**src/hdl/hpt_consts.svh**
```systemverilog
`ifndef HPT_CONSTS_SVH
`define HPT_CONSTS_SVH

// ****************************************************************
// Register map (index, byte address = index * 4)
// ****************************************************************
`define HPT_CTRL_IDX     10'h02d
`define HPT_AUX_IDX      10'h040
`define HPT_STAT_IDX     10'h041
`define HPT_CTRL_ADDR    ({`HPT_CTRL_IDX, 2'b00})
`define HPT_AUX_ADDR     ({`HPT_AUX_IDX, 2'b00})
`define HPT_STAT_ADDR    ({`HPT_STAT_IDX, 2'b00})
`define HPT_CTRL_RST     16'h0000
`define HPT_AUX_RST      1'b0

// ****************************************************************
// Control register fields
// ****************************************************************
`define HPT_PRBS_HI      15
`define HPT_CODE9_HI     11
`define HPT_CODE9_LO     9
`define HPT_CODE10_HI    8
`define HPT_CODE10_LO    6
`define HPT_ROUND_BIT    5
`define HPT_K_HI         4
`define HPT_K_LO         1
`define HPT_EN_BIT       0
`define HPT_K_MIN        4'h2
`define HPT_K_MAX        4'ha

// ****************************************************************
// Data path
// ****************************************************************
`define HPT_DW           14
`define HPT_FW           12
`define HPT_NCH          4
`define HPT_PRBS_W       23
`define HPT_PRBS_TAP     18
`define HPT_PRBS_SEED    23'h7fffff

// ****************************************************************
// Pattern codes
// ****************************************************************
`define HPT_PAT_NORMAL   3'h0
`define HPT_PAT_ZERO     3'h1
`define HPT_PAT_ONES     3'h2
`define HPT_PAT_TOGGLE   3'h3
`define HPT_PAT_RAMP     3'h4

// ****************************************************************
// Bus responses
// ****************************************************************
`define HPT_RESP_OKAY    2'h0
`define HPT_RESP_SLVERR  2'h2

`endif

```
**src/hdl/hpt_pkg.sv**
```systemverilog
`include "hpt_consts.svh"

package hpt_pkg;
  typedef logic signed [`HPT_DW-1:0]         hpt_sample_t;
  typedef logic [`HPT_NCH-1:0][`HPT_DW-1:0]  hpt_bank_t;
  typedef logic [3:0]                        hpt_k_t;
endpackage

```
**src/hdl/hpt_smp_if.sv**
```systemverilog
`timescale 1ns/1ps
`default_nettype none

interface hpt_smp_if;
  import hpt_pkg::*;
  logic        en;
  logic        rnd;
  hpt_k_t      k;
  hpt_sample_t x;
  logic        x_valid;
  hpt_sample_t y;
  logic        y_valid;

  modport src (output en, output rnd, output k, output x, output x_valid,
               input y, input y_valid);
  modport flt (input en, input rnd, input k, input x, input x_valid,
               output y, output y_valid);
endinterface

`default_nettype wire

```
**src/hdl/hpt_top.sv**
```systemverilog
`timescale 1ns/1ps
`default_nettype none

// What this block does
// Per-output PRBS enable bits 15..12 replace data while aux register bit 0 is set
// Outputs 9, 10 use codes at 11-9, 8-6 while aux register bit 0 is set
// Rounding bit 5 clear truncates filter output
// Rounding bit set rounds filter output to nearest
// y = 2^k/(2^k+1)*(x - x_prev + y_prev)
// Corner exponent bits 4-1, valid 2 to 10
// Corner acts only while filter enable set
// Bit 0 enables filter, default off
// Disabled filter passes samples unchanged
module hpt_top
  import hpt_pkg::*;
#(
  parameter int AW = 12
)
(
  input  wire logic        aclk,
  input  wire logic        aresetn,
  input  wire logic [AW-1:0] s_axi_awaddr,
  input  wire logic [2:0]  s_axi_awprot,
  input  wire logic        s_axi_awvalid,
  output logic             s_axi_awready,
  input  wire logic [31:0] s_axi_wdata,
  input  wire logic [3:0]  s_axi_wstrb,
  input  wire logic        s_axi_wvalid,
  output logic             s_axi_wready,
  output logic [1:0]       s_axi_bresp,
  output logic             s_axi_bvalid,
  input  wire logic        s_axi_bready,
  input  wire logic [AW-1:0] s_axi_araddr,
  input  wire logic [2:0]  s_axi_arprot,
  input  wire logic        s_axi_arvalid,
  output logic             s_axi_arready,
  output logic [31:0]      s_axi_rdata,
  output logic [1:0]       s_axi_rresp,
  output logic             s_axi_rvalid,
  input  wire logic        s_axi_rready,
  input  wire logic        in_valid,
  input  wire hpt_pkg::hpt_bank_t in_data,
  output logic             out_valid,
  output hpt_pkg::hpt_bank_t out_data
);
  // ****************************************************************
  // Register bus
  // ****************************************************************
  logic [15:0]   ctrl_r;
  logic          aux_r;
  logic          bvalid_r;
  logic [1:0]    bresp_r;
  logic          rvalid_r;
  logic [1:0]    rresp_r;
  logic [31:0]   rdata_r;
  logic [31:0]   stat_w;
  logic [31:0]   rd_mux;
  logic          wr_go;
  logic          rd_go;
  logic          wr_ctrl;
  logic          wr_aux;
  logic          wr_hit;
  logic          rd_hit;
  logic          aw_ctrl;
  logic          aw_aux;
  logic          aw_stat;
  logic          ar_ctrl;
  logic          ar_aux;
  logic          ar_stat;
  logic          k_bad;
  logic          wr_lo;
  logic          wr_hi;
  logic          ind_sel;
  logic [`HPT_NCH-1:0] prbs_on;

  assign wr_go   = s_axi_awvalid && s_axi_wvalid && !bvalid_r;
  assign rd_go   = s_axi_arvalid && !rvalid_r;
  assign aw_ctrl = (s_axi_awaddr == AW'(`HPT_CTRL_ADDR));
  assign aw_aux  = (s_axi_awaddr == AW'(`HPT_AUX_ADDR));
  assign aw_stat = (s_axi_awaddr == AW'(`HPT_STAT_ADDR));
  assign ar_ctrl = (s_axi_araddr == AW'(`HPT_CTRL_ADDR));
  assign ar_aux  = (s_axi_araddr == AW'(`HPT_AUX_ADDR));
  assign ar_stat = (s_axi_araddr == AW'(`HPT_STAT_ADDR));
  assign wr_ctrl = wr_go && aw_ctrl;
  assign wr_aux  = wr_go && aw_aux;
  assign wr_lo   = wr_ctrl && s_axi_wstrb[0];
  assign wr_hi   = wr_ctrl && s_axi_wstrb[1];
  assign wr_hit  = aw_ctrl || aw_aux || aw_stat;
  assign rd_hit  = ar_ctrl || ar_aux || ar_stat;
  assign ind_sel = aux_r;
  assign k_bad   = (ctrl_r[`HPT_K_HI:`HPT_K_LO] < `HPT_K_MIN) ||
                   (ctrl_r[`HPT_K_HI:`HPT_K_LO] > `HPT_K_MAX);

  assign stat_w = {22'h000000, prbs_on, k_bad, ctrl_r[`HPT_EN_BIT], 3'h0, out_valid};
  assign rd_mux = ar_ctrl ? {16'h0000, ctrl_r} :
                  ar_aux  ? {31'h00000000, aux_r} :
                  ar_stat ? stat_w : 32'h00000000;

  always_ff @(posedge aclk)
  begin
    if (!aresetn)
      ctrl_r <= `HPT_CTRL_RST;
    else
    begin
      if (wr_lo)
        ctrl_r[7:0] <= s_axi_wdata[7:0];
      if (wr_hi)
        ctrl_r[15:8] <= s_axi_wdata[15:8];
    end
  end

  always_ff @(posedge aclk)
  begin
    if (!aresetn)
      aux_r <= `HPT_AUX_RST;
    else if (wr_aux && s_axi_wstrb[0])
      aux_r <= s_axi_wdata[0];
  end

  always_ff @(posedge aclk)
  begin
    if (!aresetn)
    begin
      bvalid_r <= 1'b0;
      bresp_r  <= `HPT_RESP_OKAY;
    end
    else if (wr_go)
    begin
      bvalid_r <= 1'b1;
      bresp_r  <= wr_hit ? `HPT_RESP_OKAY : `HPT_RESP_SLVERR;
    end
    else if (s_axi_bready)
      bvalid_r <= 1'b0;
  end

  always_ff @(posedge aclk)
  begin
    if (!aresetn)
    begin
      rvalid_r <= 1'b0;
      rresp_r  <= `HPT_RESP_OKAY;
      rdata_r  <= 32'h00000000;
    end
    else if (rd_go)
    begin
      rvalid_r <= 1'b1;
      rresp_r  <= rd_hit ? `HPT_RESP_OKAY : `HPT_RESP_SLVERR;
      rdata_r  <= rd_mux;
    end
    else if (s_axi_rready)
      rvalid_r <= 1'b0;
  end

  assign s_axi_awready = wr_go;
  assign s_axi_wready  = wr_go;
  assign s_axi_bvalid  = bvalid_r;
  assign s_axi_bresp   = bresp_r;
  assign s_axi_arready = rd_go;
  assign s_axi_rvalid  = rvalid_r;
  assign s_axi_rresp   = rresp_r;
  assign s_axi_rdata   = rdata_r;

  // ****************************************************************
  // Per-channel filter and pattern selection
  // ****************************************************************
  logic [`HPT_NCH-1:0] y_vld;

  for (genvar j = 0; j < `HPT_NCH; j++)
  begin : g_ch
    hpt_smp_if                sif ();
    logic [`HPT_PRBS_W-1:0]   lfsr_r;
    logic [`HPT_DW-1:0]       ramp_r;
    logic                     tog_r;
    logic                     lfsr_fb;
    logic [2:0]               code;
    logic [`HPT_DW-1:0]       pat;
    logic [`HPT_DW-1:0]       sel;
    logic [`HPT_DW-1:0]       dout_r;

    assign sif.en      = ctrl_r[`HPT_EN_BIT];
    assign sif.rnd     = ctrl_r[`HPT_ROUND_BIT];
    assign sif.k       = ctrl_r[`HPT_K_HI:`HPT_K_LO];
    assign sif.x       = in_data[j];
    assign sif.x_valid = in_valid;

    hpt_hpf #(.DW(`HPT_DW), .FW(`HPT_FW)) u_hpf
    (
      .aclk    (aclk),
      .aresetn (aresetn),
      .sif     (sif.flt)
    );

    assign prbs_on[j] = ind_sel && ctrl_r[`HPT_PRBS_HI - j];
    assign code = !ind_sel ? `HPT_PAT_NORMAL :
                  (j == 0) ? ctrl_r[`HPT_CODE9_HI:`HPT_CODE9_LO] :
                  (j == 1) ? ctrl_r[`HPT_CODE10_HI:`HPT_CODE10_LO] :
                  `HPT_PAT_NORMAL;
    assign pat  = (code == `HPT_PAT_ZERO)   ? {`HPT_DW{1'b0}} :
                  (code == `HPT_PAT_ONES)   ? {`HPT_DW{1'b1}} :
                  (code == `HPT_PAT_TOGGLE) ? {`HPT_DW/2{tog_r, ~tog_r}} :
                  (code == `HPT_PAT_RAMP)   ? ramp_r : sif.y;
    assign sel  = prbs_on[j] ? lfsr_r[`HPT_DW-1:0] : pat;
    assign lfsr_fb = lfsr_r[`HPT_PRBS_W-1] ^ lfsr_r[`HPT_PRBS_TAP-1];

    always_ff @(posedge aclk)
    begin
      if (!aresetn)
      begin
        lfsr_r <= `HPT_PRBS_SEED;
        ramp_r <= '0;
        tog_r  <= 1'b0;
        dout_r <= '0;
      end
      else if (sif.y_valid)
      begin
        lfsr_r <= {lfsr_r[`HPT_PRBS_W-2:0], lfsr_fb};
        ramp_r <= ramp_r + `HPT_DW'(1);
        tog_r  <= ~tog_r;
        dout_r <= sel;
      end
    end

    assign y_vld[j]    = sif.y_valid;
    assign out_data[j] = dout_r;
  end

  always_ff @(posedge aclk)
  begin
    if (!aresetn)
      out_valid <= 1'b0;
    else
      out_valid <= y_vld[0];
  end
endmodule

`default_nettype wire

```
**src/hdl/hpt_hpf.sv**
```systemverilog
`timescale 1ns/1ps
`default_nettype none

module hpt_hpf
  import hpt_pkg::*;
#(
  parameter int DW = `HPT_DW,
  parameter int FW = `HPT_FW
)
(
  input  wire logic aclk,
  input  wire logic aresetn,
  hpt_smp_if.flt    sif
);
  localparam int SW = DW + FW + 3;

  // ****************************************************************
  // Arithmetic
  // ****************************************************************
  logic signed [SW-1:0] x1_r;
  logic signed [SW-1:0] y_r;
  logic signed [SW-1:0] x_ext;
  logic signed [SW-1:0] s_sum;
  logic signed [SW-1:0] y_nxt;
  logic signed [SW-1:0] y_adj;
  logic signed [SW-1:0] q_val;
  logic [3:0]           k_use;
  logic signed [DW-1:0] q_sat;
  logic signed [SW-1:0] max_v;
  logic signed [SW-1:0] min_v;
  hpt_sample_t          out_r;
  logic                 vld_r;

  assign x_ext = SW'(sif.x) <<< FW;
  assign k_use = (sif.k < `HPT_K_MIN) ? `HPT_K_MIN :
                 (sif.k > `HPT_K_MAX) ? `HPT_K_MAX : sif.k;
  assign s_sum = x_ext - x1_r + y_r;
  // Gain 2^k/(2^k+1) as the series 1 - 2^-k + 2^-2k - ... - 2^-5k
  assign y_nxt = s_sum - (s_sum >>> k_use) + (s_sum >>> (2 * k_use))
               - (s_sum >>> (3 * k_use)) + (s_sum >>> (4 * k_use))
               - (s_sum >>> (5 * k_use));
  assign y_adj = sif.rnd ? y_nxt + (SW'(1) <<< (FW - 1))
                         : y_nxt;
  assign q_val = y_adj >>> FW;
  assign max_v = SW'((1 <<< (DW - 1)) - 1);
  assign min_v = -(SW'(1) <<< (DW - 1));
  assign q_sat = (q_val > max_v) ? DW'(max_v) :
                 (q_val < min_v) ? DW'(min_v) : DW'(q_val);

  // ****************************************************************
  // State and output
  // ****************************************************************
  always_ff @(posedge aclk)
  begin
    if (!aresetn || !sif.en)
    begin
      x1_r <= '0;
      y_r  <= '0;
    end
    else if (sif.x_valid)
    begin
      x1_r <= x_ext;
      y_r  <= y_nxt;
    end
  end

  always_ff @(posedge aclk)
  begin
    if (!aresetn)
    begin
      out_r <= '0;
      vld_r <= 1'b0;
    end
    else
    begin
      vld_r <= sif.x_valid;
      if (sif.x_valid)
        out_r <= sif.en ? q_sat : sif.x;
    end
  end

  assign sif.y       = out_r;
  assign sif.y_valid = vld_r;
endmodule

`default_nettype wire

```
**config.mk**
```make
export PLATFORM = sky130hd
export DESIGN_NAME = hpt_top
export DESIGN_NICKNAME = d
export VERILOG_FILES = /design/src/hdl/hpt_pkg.sv /design/src/hdl/hpt_smp_if.sv /design/src/hdl/hpt_top.sv /design/src/hdl/hpt_hpf.sv
export VERILOG_INCLUDE_DIRS = /design/src /design/src/hdl
export SDC_FILE = /design/constraint.sdc
export NUM_CORES = 2
export LEC_CHECK = 0
export BUFFER_PORTS_ARGS = -buffer_cell sky130_fd_sc_hd__buf_2
export CAP_MARGIN = 20
export CORE_ASPECT_RATIO = 1.2
export CORE_UTILIZATION = 35
export DETAILED_ROUTE_END_ITERATION = 7
export PLACE_DENSITY = 0.61
export SYNTH_ARGS = -nofsm -noshare
export SYNTH_HDL_FRONTEND = slang
export SYNTH_SLANG_ARGS = --single-unit
```
**constraint.sdc**
```tcl
create_clock -name aclk -period 10.8 [get_ports aclk]
set_input_delay 0.54 -clock aclk [delete_from_list [all_inputs] [get_ports aclk]]
set_output_delay 0.54 -clock aclk [all_outputs]
set_load 0.01 [all_outputs]
```
==> report_table.html <==
<table>
<tr><th>Metric</th><th>Value</th></tr>
<tr><th colspan="2">Status</th></tr>
<tr><td>Result of the run</td><td>finished, final reports clean</td></tr>
<tr><th colspan="2">Logic synthesis</th></tr>
<tr><td>Sequential cell area fraction in the yosys report</td><td>14.7%</td></tr>
<tr><td>Fraction of synthesis flops using an asynchronous set or reset pin</td><td>0%</td></tr>
<tr><td>Leading cell types by total area after synthesis</td><td>sky130_fd_sc_hd__fa_1, sky130_fd_sc_hd__dfxtp_1, sky130_fd_sc_hd__nand2_1</td></tr>
<tr><td>#FFs+latches synth</td><td>445</td></tr>
<tr><td>Number of flops mapped to enable cells by yosys</td><td>0</td></tr>
<tr><td>Syn avg cell area</td><td>7.31 um^2</td></tr>
<tr><td>Primary FF master, synth</td><td>sky130_fd_sc_hd__dfxtp_1</td></tr>
<tr><td>Synth Instances</td><td>8283</td></tr>
<tr><td>Distinct cells, synth</td><td>114</td></tr>
<tr><td>Count of warnings emitted by yosys</td><td>0</td></tr>
<tr><td>Cell taking the most area after synthesis</td><td>sky130_fd_sc_hd__fa_1</td></tr>
<tr><td>Post-synth top area share</td><td>14.8%</td></tr>
<tr><td>Synthesized cell area</td><td>60500 um^2</td></tr>
<tr><th colspan="2">STA</th></tr>
<tr><td>Worst rel slew slack</td><td>26.9%</td></tr>
<tr><td>Worst-Margin Slew</td><td>1.09 ns</td></tr>
<tr><td>Share of the cycle needed by the critical path after routing</td><td>99.4%</td></tr>
<tr><td>Final count of pins violating max slew</td><td>0</td></tr>
<tr><td>Crit path time final</td><td>10.74 ns</td></tr>
<tr><td>Final clock skew</td><td>0.0422 ns</td></tr>
<tr><td>Setup violations, final</td><td>0</td></tr>
<tr><td>Final worst setup slack</td><td>0.0644 ns</td></tr>
<tr><td>Final Hold Slack</td><td>0.129 ns</td></tr>
<tr><td>Max Clk Rate</td><td>93.1 MHz</td></tr>
<tr><td>Setup repair after global routing missed its margin</td><td>yes</td></tr>
<tr><td>Final number of hold-violating endpoints</td><td>0</td></tr>
<tr><th colspan="2">Placed design</th></tr>
<tr><td>Placed wire-length estimate after detailed placement</td><td>224000 um</td></tr>
<tr><td>Area after detailed placement</td><td>73100 um^2</td></tr>
<tr><td>GPL Wtd Cong</td><td>1.02</td></tr>
<tr><td>Worst setup timing slack at the placement stage</td><td>-1.22 ns</td></tr>
<tr><td>Port Buffer Count</td><td>185</td></tr>
<tr><td>Cells after DPL</td><td>11.6k</td></tr>
<tr><th colspan="2">Global route</th></tr>
<tr><td>Via count of the first global-routing pass</td><td>65.9k</td></tr>
<tr><td>Pin count of the biggest net entering global routing</td><td>132</td></tr>
<tr><td>Overall Global Routing Usage</td><td>31.3%</td></tr>
<tr><td>Global route total overflow</td><td>0</td></tr>
<tr><td>Antenna violations before repair</td><td>9</td></tr>
<tr><td>First-pass GRT wire length</td><td>418000 um</td></tr>
<tr><th colspan="2">Route</th></tr>
<tr><td>First-pass iteration count of the detailed router</td><td>6</td></tr>
<tr><td>Remaining routing DRC violations</td><td>0</td></tr>
<tr><td>Wire length reported by the detailed router</td><td>284000 um</td></tr>
<tr><td>Iter 0 DRT Violations</td><td>6069</td></tr>
<tr><td>Number of vias after detailed routing</td><td>67.2k</td></tr>
<tr><td>Detail Route Antenna Nets</td><td>0</td></tr>
<tr><td>WL/cell</td><td>24.1 um</td></tr>
<tr><td>Via density</td><td>5.70</td></tr>
<tr><th colspan="2">Power and ir drop</th></tr>
<tr><td>Reported leakage power</td><td>0.0355 uW</td></tr>
<tr><td>Power per cell area</td><td>279 nW/um^2</td></tr>
<tr><td>VDD IR max</td><td>333 uV</td></tr>
<tr><th colspan="2">Setup path</th></tr>
<tr><td>WS Path Type</td><td>flip-flop to flip-flop</td></tr>
<tr><td>Slowest library cell on the worst path</td><td>sky130_fd_sc_hd__fa_1</td></tr>
<tr><td>Cell mode on critical path</td><td>sky130_fd_sc_hd__buf_4</td></tr>
<tr><td>Setup crit start kind</td><td>flip-flop</td></tr>
<tr><td>Required arrival time at the worst endpoint</td><td>11.34 ns</td></tr>
<tr><td>Critical Path End Type</td><td>flip-flop</td></tr>
<tr><td>Worst reg2reg path startpoint</td><td>g_ch[0].u_hpf.x1_r[13]</td></tr>
<tr><td>Largest incremental delay on the critical path</td><td>0.54 ns</td></tr>
<tr><td>Depth of the worst register-to-register path</td><td>53</td></tr>
<tr><td>Reg2reg setup slack</td><td>0.06 ns</td></tr>
<tr><td>CP Max Fanout</td><td>7</td></tr>
<tr><td>Worst Path Arrival</td><td>11.28 ns</td></tr>
<tr><td>Endpoint of the lowest-slack register-to-register path</td><td>g_ch[0].u_hpf.sif.y[3]</td></tr>
<tr><th colspan="2">Final layout</th></tr>
<tr><td>Most frequent standard cell in the layout excluding fill and tap cells</td><td>sky130_fd_sc_hd__buf_4</td></tr>
<tr><td>Area delta synth-&gt;final</td><td>28.7%</td></tr>
<tr><td>Post-layout instance count excluding filler cells</td><td>11.8k</td></tr>
<tr><td>Final standard cell area without fillers</td><td>77900 um^2</td></tr>
<tr><td>Most frequent cells in the layout</td><td>sky130_fd_sc_hd__buf_4, sky130_fd_sc_hd__nand2_1, sky130_fd_sc_hd__inv_1, sky130_fd_sc_hd__nor2_1, sky130_fd_sc_hd__a21oi_1</td></tr>
<tr><td>Fraction of final layout cells with drive strength greater than 1</td><td>24.1%</td></tr>
<tr><td>Net count of the finished layout</td><td>10.3k</td></tr>
<tr><td>Post-route core utilization</td><td>45.5%</td></tr>
<tr><th colspan="2">Hold path</th></tr>
<tr><td>Start point of the worst hold path</td><td>s_axi_arvalid</td></tr>
<tr><td>Cell depth of the worst hold path</td><td>2</td></tr>
<tr><td>Classification of the worst-slack hold path</td><td>input pin to flip-flop</td></tr>
<tr><td>Destination of the worst hold path</td><td>s_axi_rvalid</td></tr>
<tr><th colspan="2">Clock tree</th></tr>
<tr><td>Total of hold buffers inserted after clock tree synthesis</td><td>0</td></tr>
<tr><td>Worst-path clk slew</td><td>0.06 ns</td></tr>
<tr><td>CTS tree</td><td>built</td></tr>
<tr><td>Clock latency on the worst-skew pair</td><td>0.69 ns</td></tr>
<tr><td># clock sinks</td><td>445</td></tr>
<tr><td>Clk buf depth</td><td>3</td></tr>
<tr><td>Cts bufs inserted</td><td>51</td></tr>
<tr><td>H-Tree Level Count</td><td>2</td></tr>
<tr><td>Clk Tree Root Cell</td><td>sky130_fd_sc_hd__clkbuf_16</td></tr>
<tr><th colspan="2">Floorplan</th></tr>
<tr><td>Total number of placement rows</td><td>166</td></tr>
<tr><td>Placeable core region</td><td>171000 um^2</td></tr>
<tr><td>Initial standard-cell utilization of the core</td><td>35.4%</td></tr>
<tr><td>Chip width</td><td>382 um</td></tr>
<tr><td>I/O Pins</td><td>228</td></tr>
<tr><td>Die Span Y</td><td>457 um</td></tr>
<tr><td>Die area</td><td>175000 um^2</td></tr>
<tr><th colspan="2">Run</th></tr>
<tr><td>Max-capacitance violation count</td><td>0</td></tr>
</table>
==> layout make-up <==
class | count | area, um^2
sequential | 445 | 8930
antenna | 4 | 10.0
clock buffer | 74 | 1520
inverter | 857 | 3230
tap | 2268 | 2840
fill | 17300 | 93300
timing repair buffer | 1677 | 12700
clock inverter | 17 | 244
multi-input combinational | 6459 | 48500
==> synth_stat cells, types with 16 or more instances <==
master,number
sky130_fd_sc_hd__nand3_1,205
sky130_fd_sc_hd__a2111oi_0,16
sky130_fd_sc_hd__nor2b_1,62
sky130_fd_sc_hd__inv_1,850
sky130_fd_sc_hd__and2_1,96
sky130_fd_sc_hd__buf_1,80
sky130_fd_sc_hd__clkbuf_1,428
sky130_fd_sc_hd__a21boi_0,74
sky130_fd_sc_hd__and3_1,45
sky130_fd_sc_hd__o31ai_1,20
sky130_fd_sc_hd__nor3_1,78
sky130_fd_sc_hd__xnor2_1,174
sky130_fd_sc_hd__or2_2,22
sky130_fd_sc_hd__a22oi_1,48
sky130_fd_sc_hd__dfxtp_1,445
sky130_fd_sc_hd__o21a_1,86
sky130_fd_sc_hd__a211oi_1,147
sky130_fd_sc_hd__a21oi_1,670
sky130_fd_sc_hd__o21ai_1,18
sky130_fd_sc_hd__o21bai_1,27
sky130_fd_sc_hd__mux2_2,57
sky130_fd_sc_hd__nor2_1,774
sky130_fd_sc_hd__fa_1,446
sky130_fd_sc_hd__o211a_1,74
sky130_fd_sc_hd__or3_1,22
sky130_fd_sc_hd__a221o_1,21
sky130_fd_sc_hd__a211o_1,16
sky130_fd_sc_hd__a221oi_1,32
sky130_fd_sc_hd__o211ai_1,127
sky130_fd_sc_hd__nand2_1,1049
sky130_fd_sc_hd__o22ai_1,43
sky130_fd_sc_hd__ha_1,251
sky130_fd_sc_hd__buf_4,23
sky130_fd_sc_hd__nand2b_1,56
sky130_fd_sc_hd__o2bb2ai_1,16
sky130_fd_sc_hd__a31oi_1,63
sky130_fd_sc_hd__a21o_1,97
sky130_fd_sc_hd__nor4_1,25
sky130_fd_sc_hd__o221ai_1,19
sky130_fd_sc_hd__mux2i_1,384
sky130_fd_sc_hd__o21ai_0,684
sky130_fd_sc_hd__nand4_1,35
sky130_fd_sc_hd__xor2_1,91
==> registers in the layout (all words and copies together), names as in the netlist <==
| register | cells |
|---|---|
| aux_r | 1 |
| ctrl_r | 16 |
| g_ch.dout_r | 56 |
| g_ch.lfsr_r | 92 |
| g_ch.ramp_r | 28 |
| g_ch.tog_r | 2 |
| g_ch.u_hpf.sif.y | 56 |
| g_ch.u_hpf.sif.y_valid | 1 |
| g_ch.u_hpf.x1_r | 56 |
| g_ch.u_hpf.y_r | 116 |
| out_valid | 1 |
| s_axi_bresp | 1 |
| s_axi_bvalid | 1 |
| s_axi_rdata | 16 |
| s_axi_rresp | 1 |
| s_axi_rvalid | 1 |
==> metal layers <==
layer | global-route usage [%] | share of wire [%] | vias up
met5 | 0 | 0.030 | -
li1 | - | - | 31000
met3 | 4.08 | 7.2 | 683
met2 | 50.5 | 45 | 2937
met4 | 16.9 | 6.2 | 12
met1 | 40.4 | 41 | 32600
==> worst max-delay path, delay by kind of cell, from the launching register on <==
| kind | cells | cell delay, ns |
|---|---|---|
| AOI/OAI and AO/OA | 21 | 4.35 |
| adders and majority gates | 6 | 2.34 |
| xor gates and xnor gates | 1 | 0.23 |
| and+or+nand+nor | 9 | 1.35 |
| muxes | 2 | 0.59 |
| buffers and inverters | 14 | 1.41 |
| DFF | 1 | 0.34 |
==> power breakdown <==
part           internal [uW]  switching (uW)  total [uW]
combinational           8740            9350       18100
clock                   1070             805        1880
sequential              1710            50.0        1760
total                  11500           10200       21700
==> cell families (layout without fill, tap and decap cells) <==
family | Yosys count | after routing | synth area share [%]
flip-flops | 445 | 445 | 14.7
multiplexers | 451 | 451 | 7.79
AND/OR/NAND/NOR | 2541 | 2541 | 18.5
adder cells (fa/ha/maj) | 697 | 697 | 19.9
XOR/XNOR | 272 | 272 | 4.03
buffers and inverters | 1397 | 2625 | 8.84
AO/OA/AOI/OAI | 2479 | 2480 | 26.2
other | 1 | 22 | 0.00620
==> through the flow <==
stage          power, uW  TNS [ns]
2_1_floorplan      10600         0
6_report           21700         0
3_5_place_dp       18100    -51.56
4_1_cts            20700  -0.00670
5_1_grt            23300     -5.35
3_3_place_gp       17900    -44.98
==> worst max path at each step <==
| stage | startpoint | depth (start not counted) | endpoint | slack (ns) |
|---|---|---|---|---|
| final | g_ch[0].u_hpf.x1_r[13] | 53 | g_ch[0].u_hpf.sif.y[3] | 0.06 |
| after global routing | g_ch[0].u_hpf.x1_r[13] | 53 | g_ch[0].u_hpf.sif.y[3] | -0.31 |
| after CTS | g_ch[3].u_hpf.x1_r[13] | 57 | g_ch[3].u_hpf.sif.y[6] | -0.007 |
| after detailed placement | in_data[43] | 55 | g_ch[3].u_hpf.sif.y[6] | -1.22 |
| after global placement | in_data[43] | 50 | g_ch[3].u_hpf.sif.y[2] | -1.04 |
| after floorplan | in_data[1] | 49 | g_ch[0].u_hpf.sif.y[2] | 0.06 |
==> repair_timing <==
action | 4_1_cts | 5_1_grt
setup buffers | 33 | 74
pin swaps | 52 | 208
gates cloned | 3 | 4
setup endpoints to repair | 57 | 56
resized for setup | 128 | 402
Power figures use the tool's default switching activity.
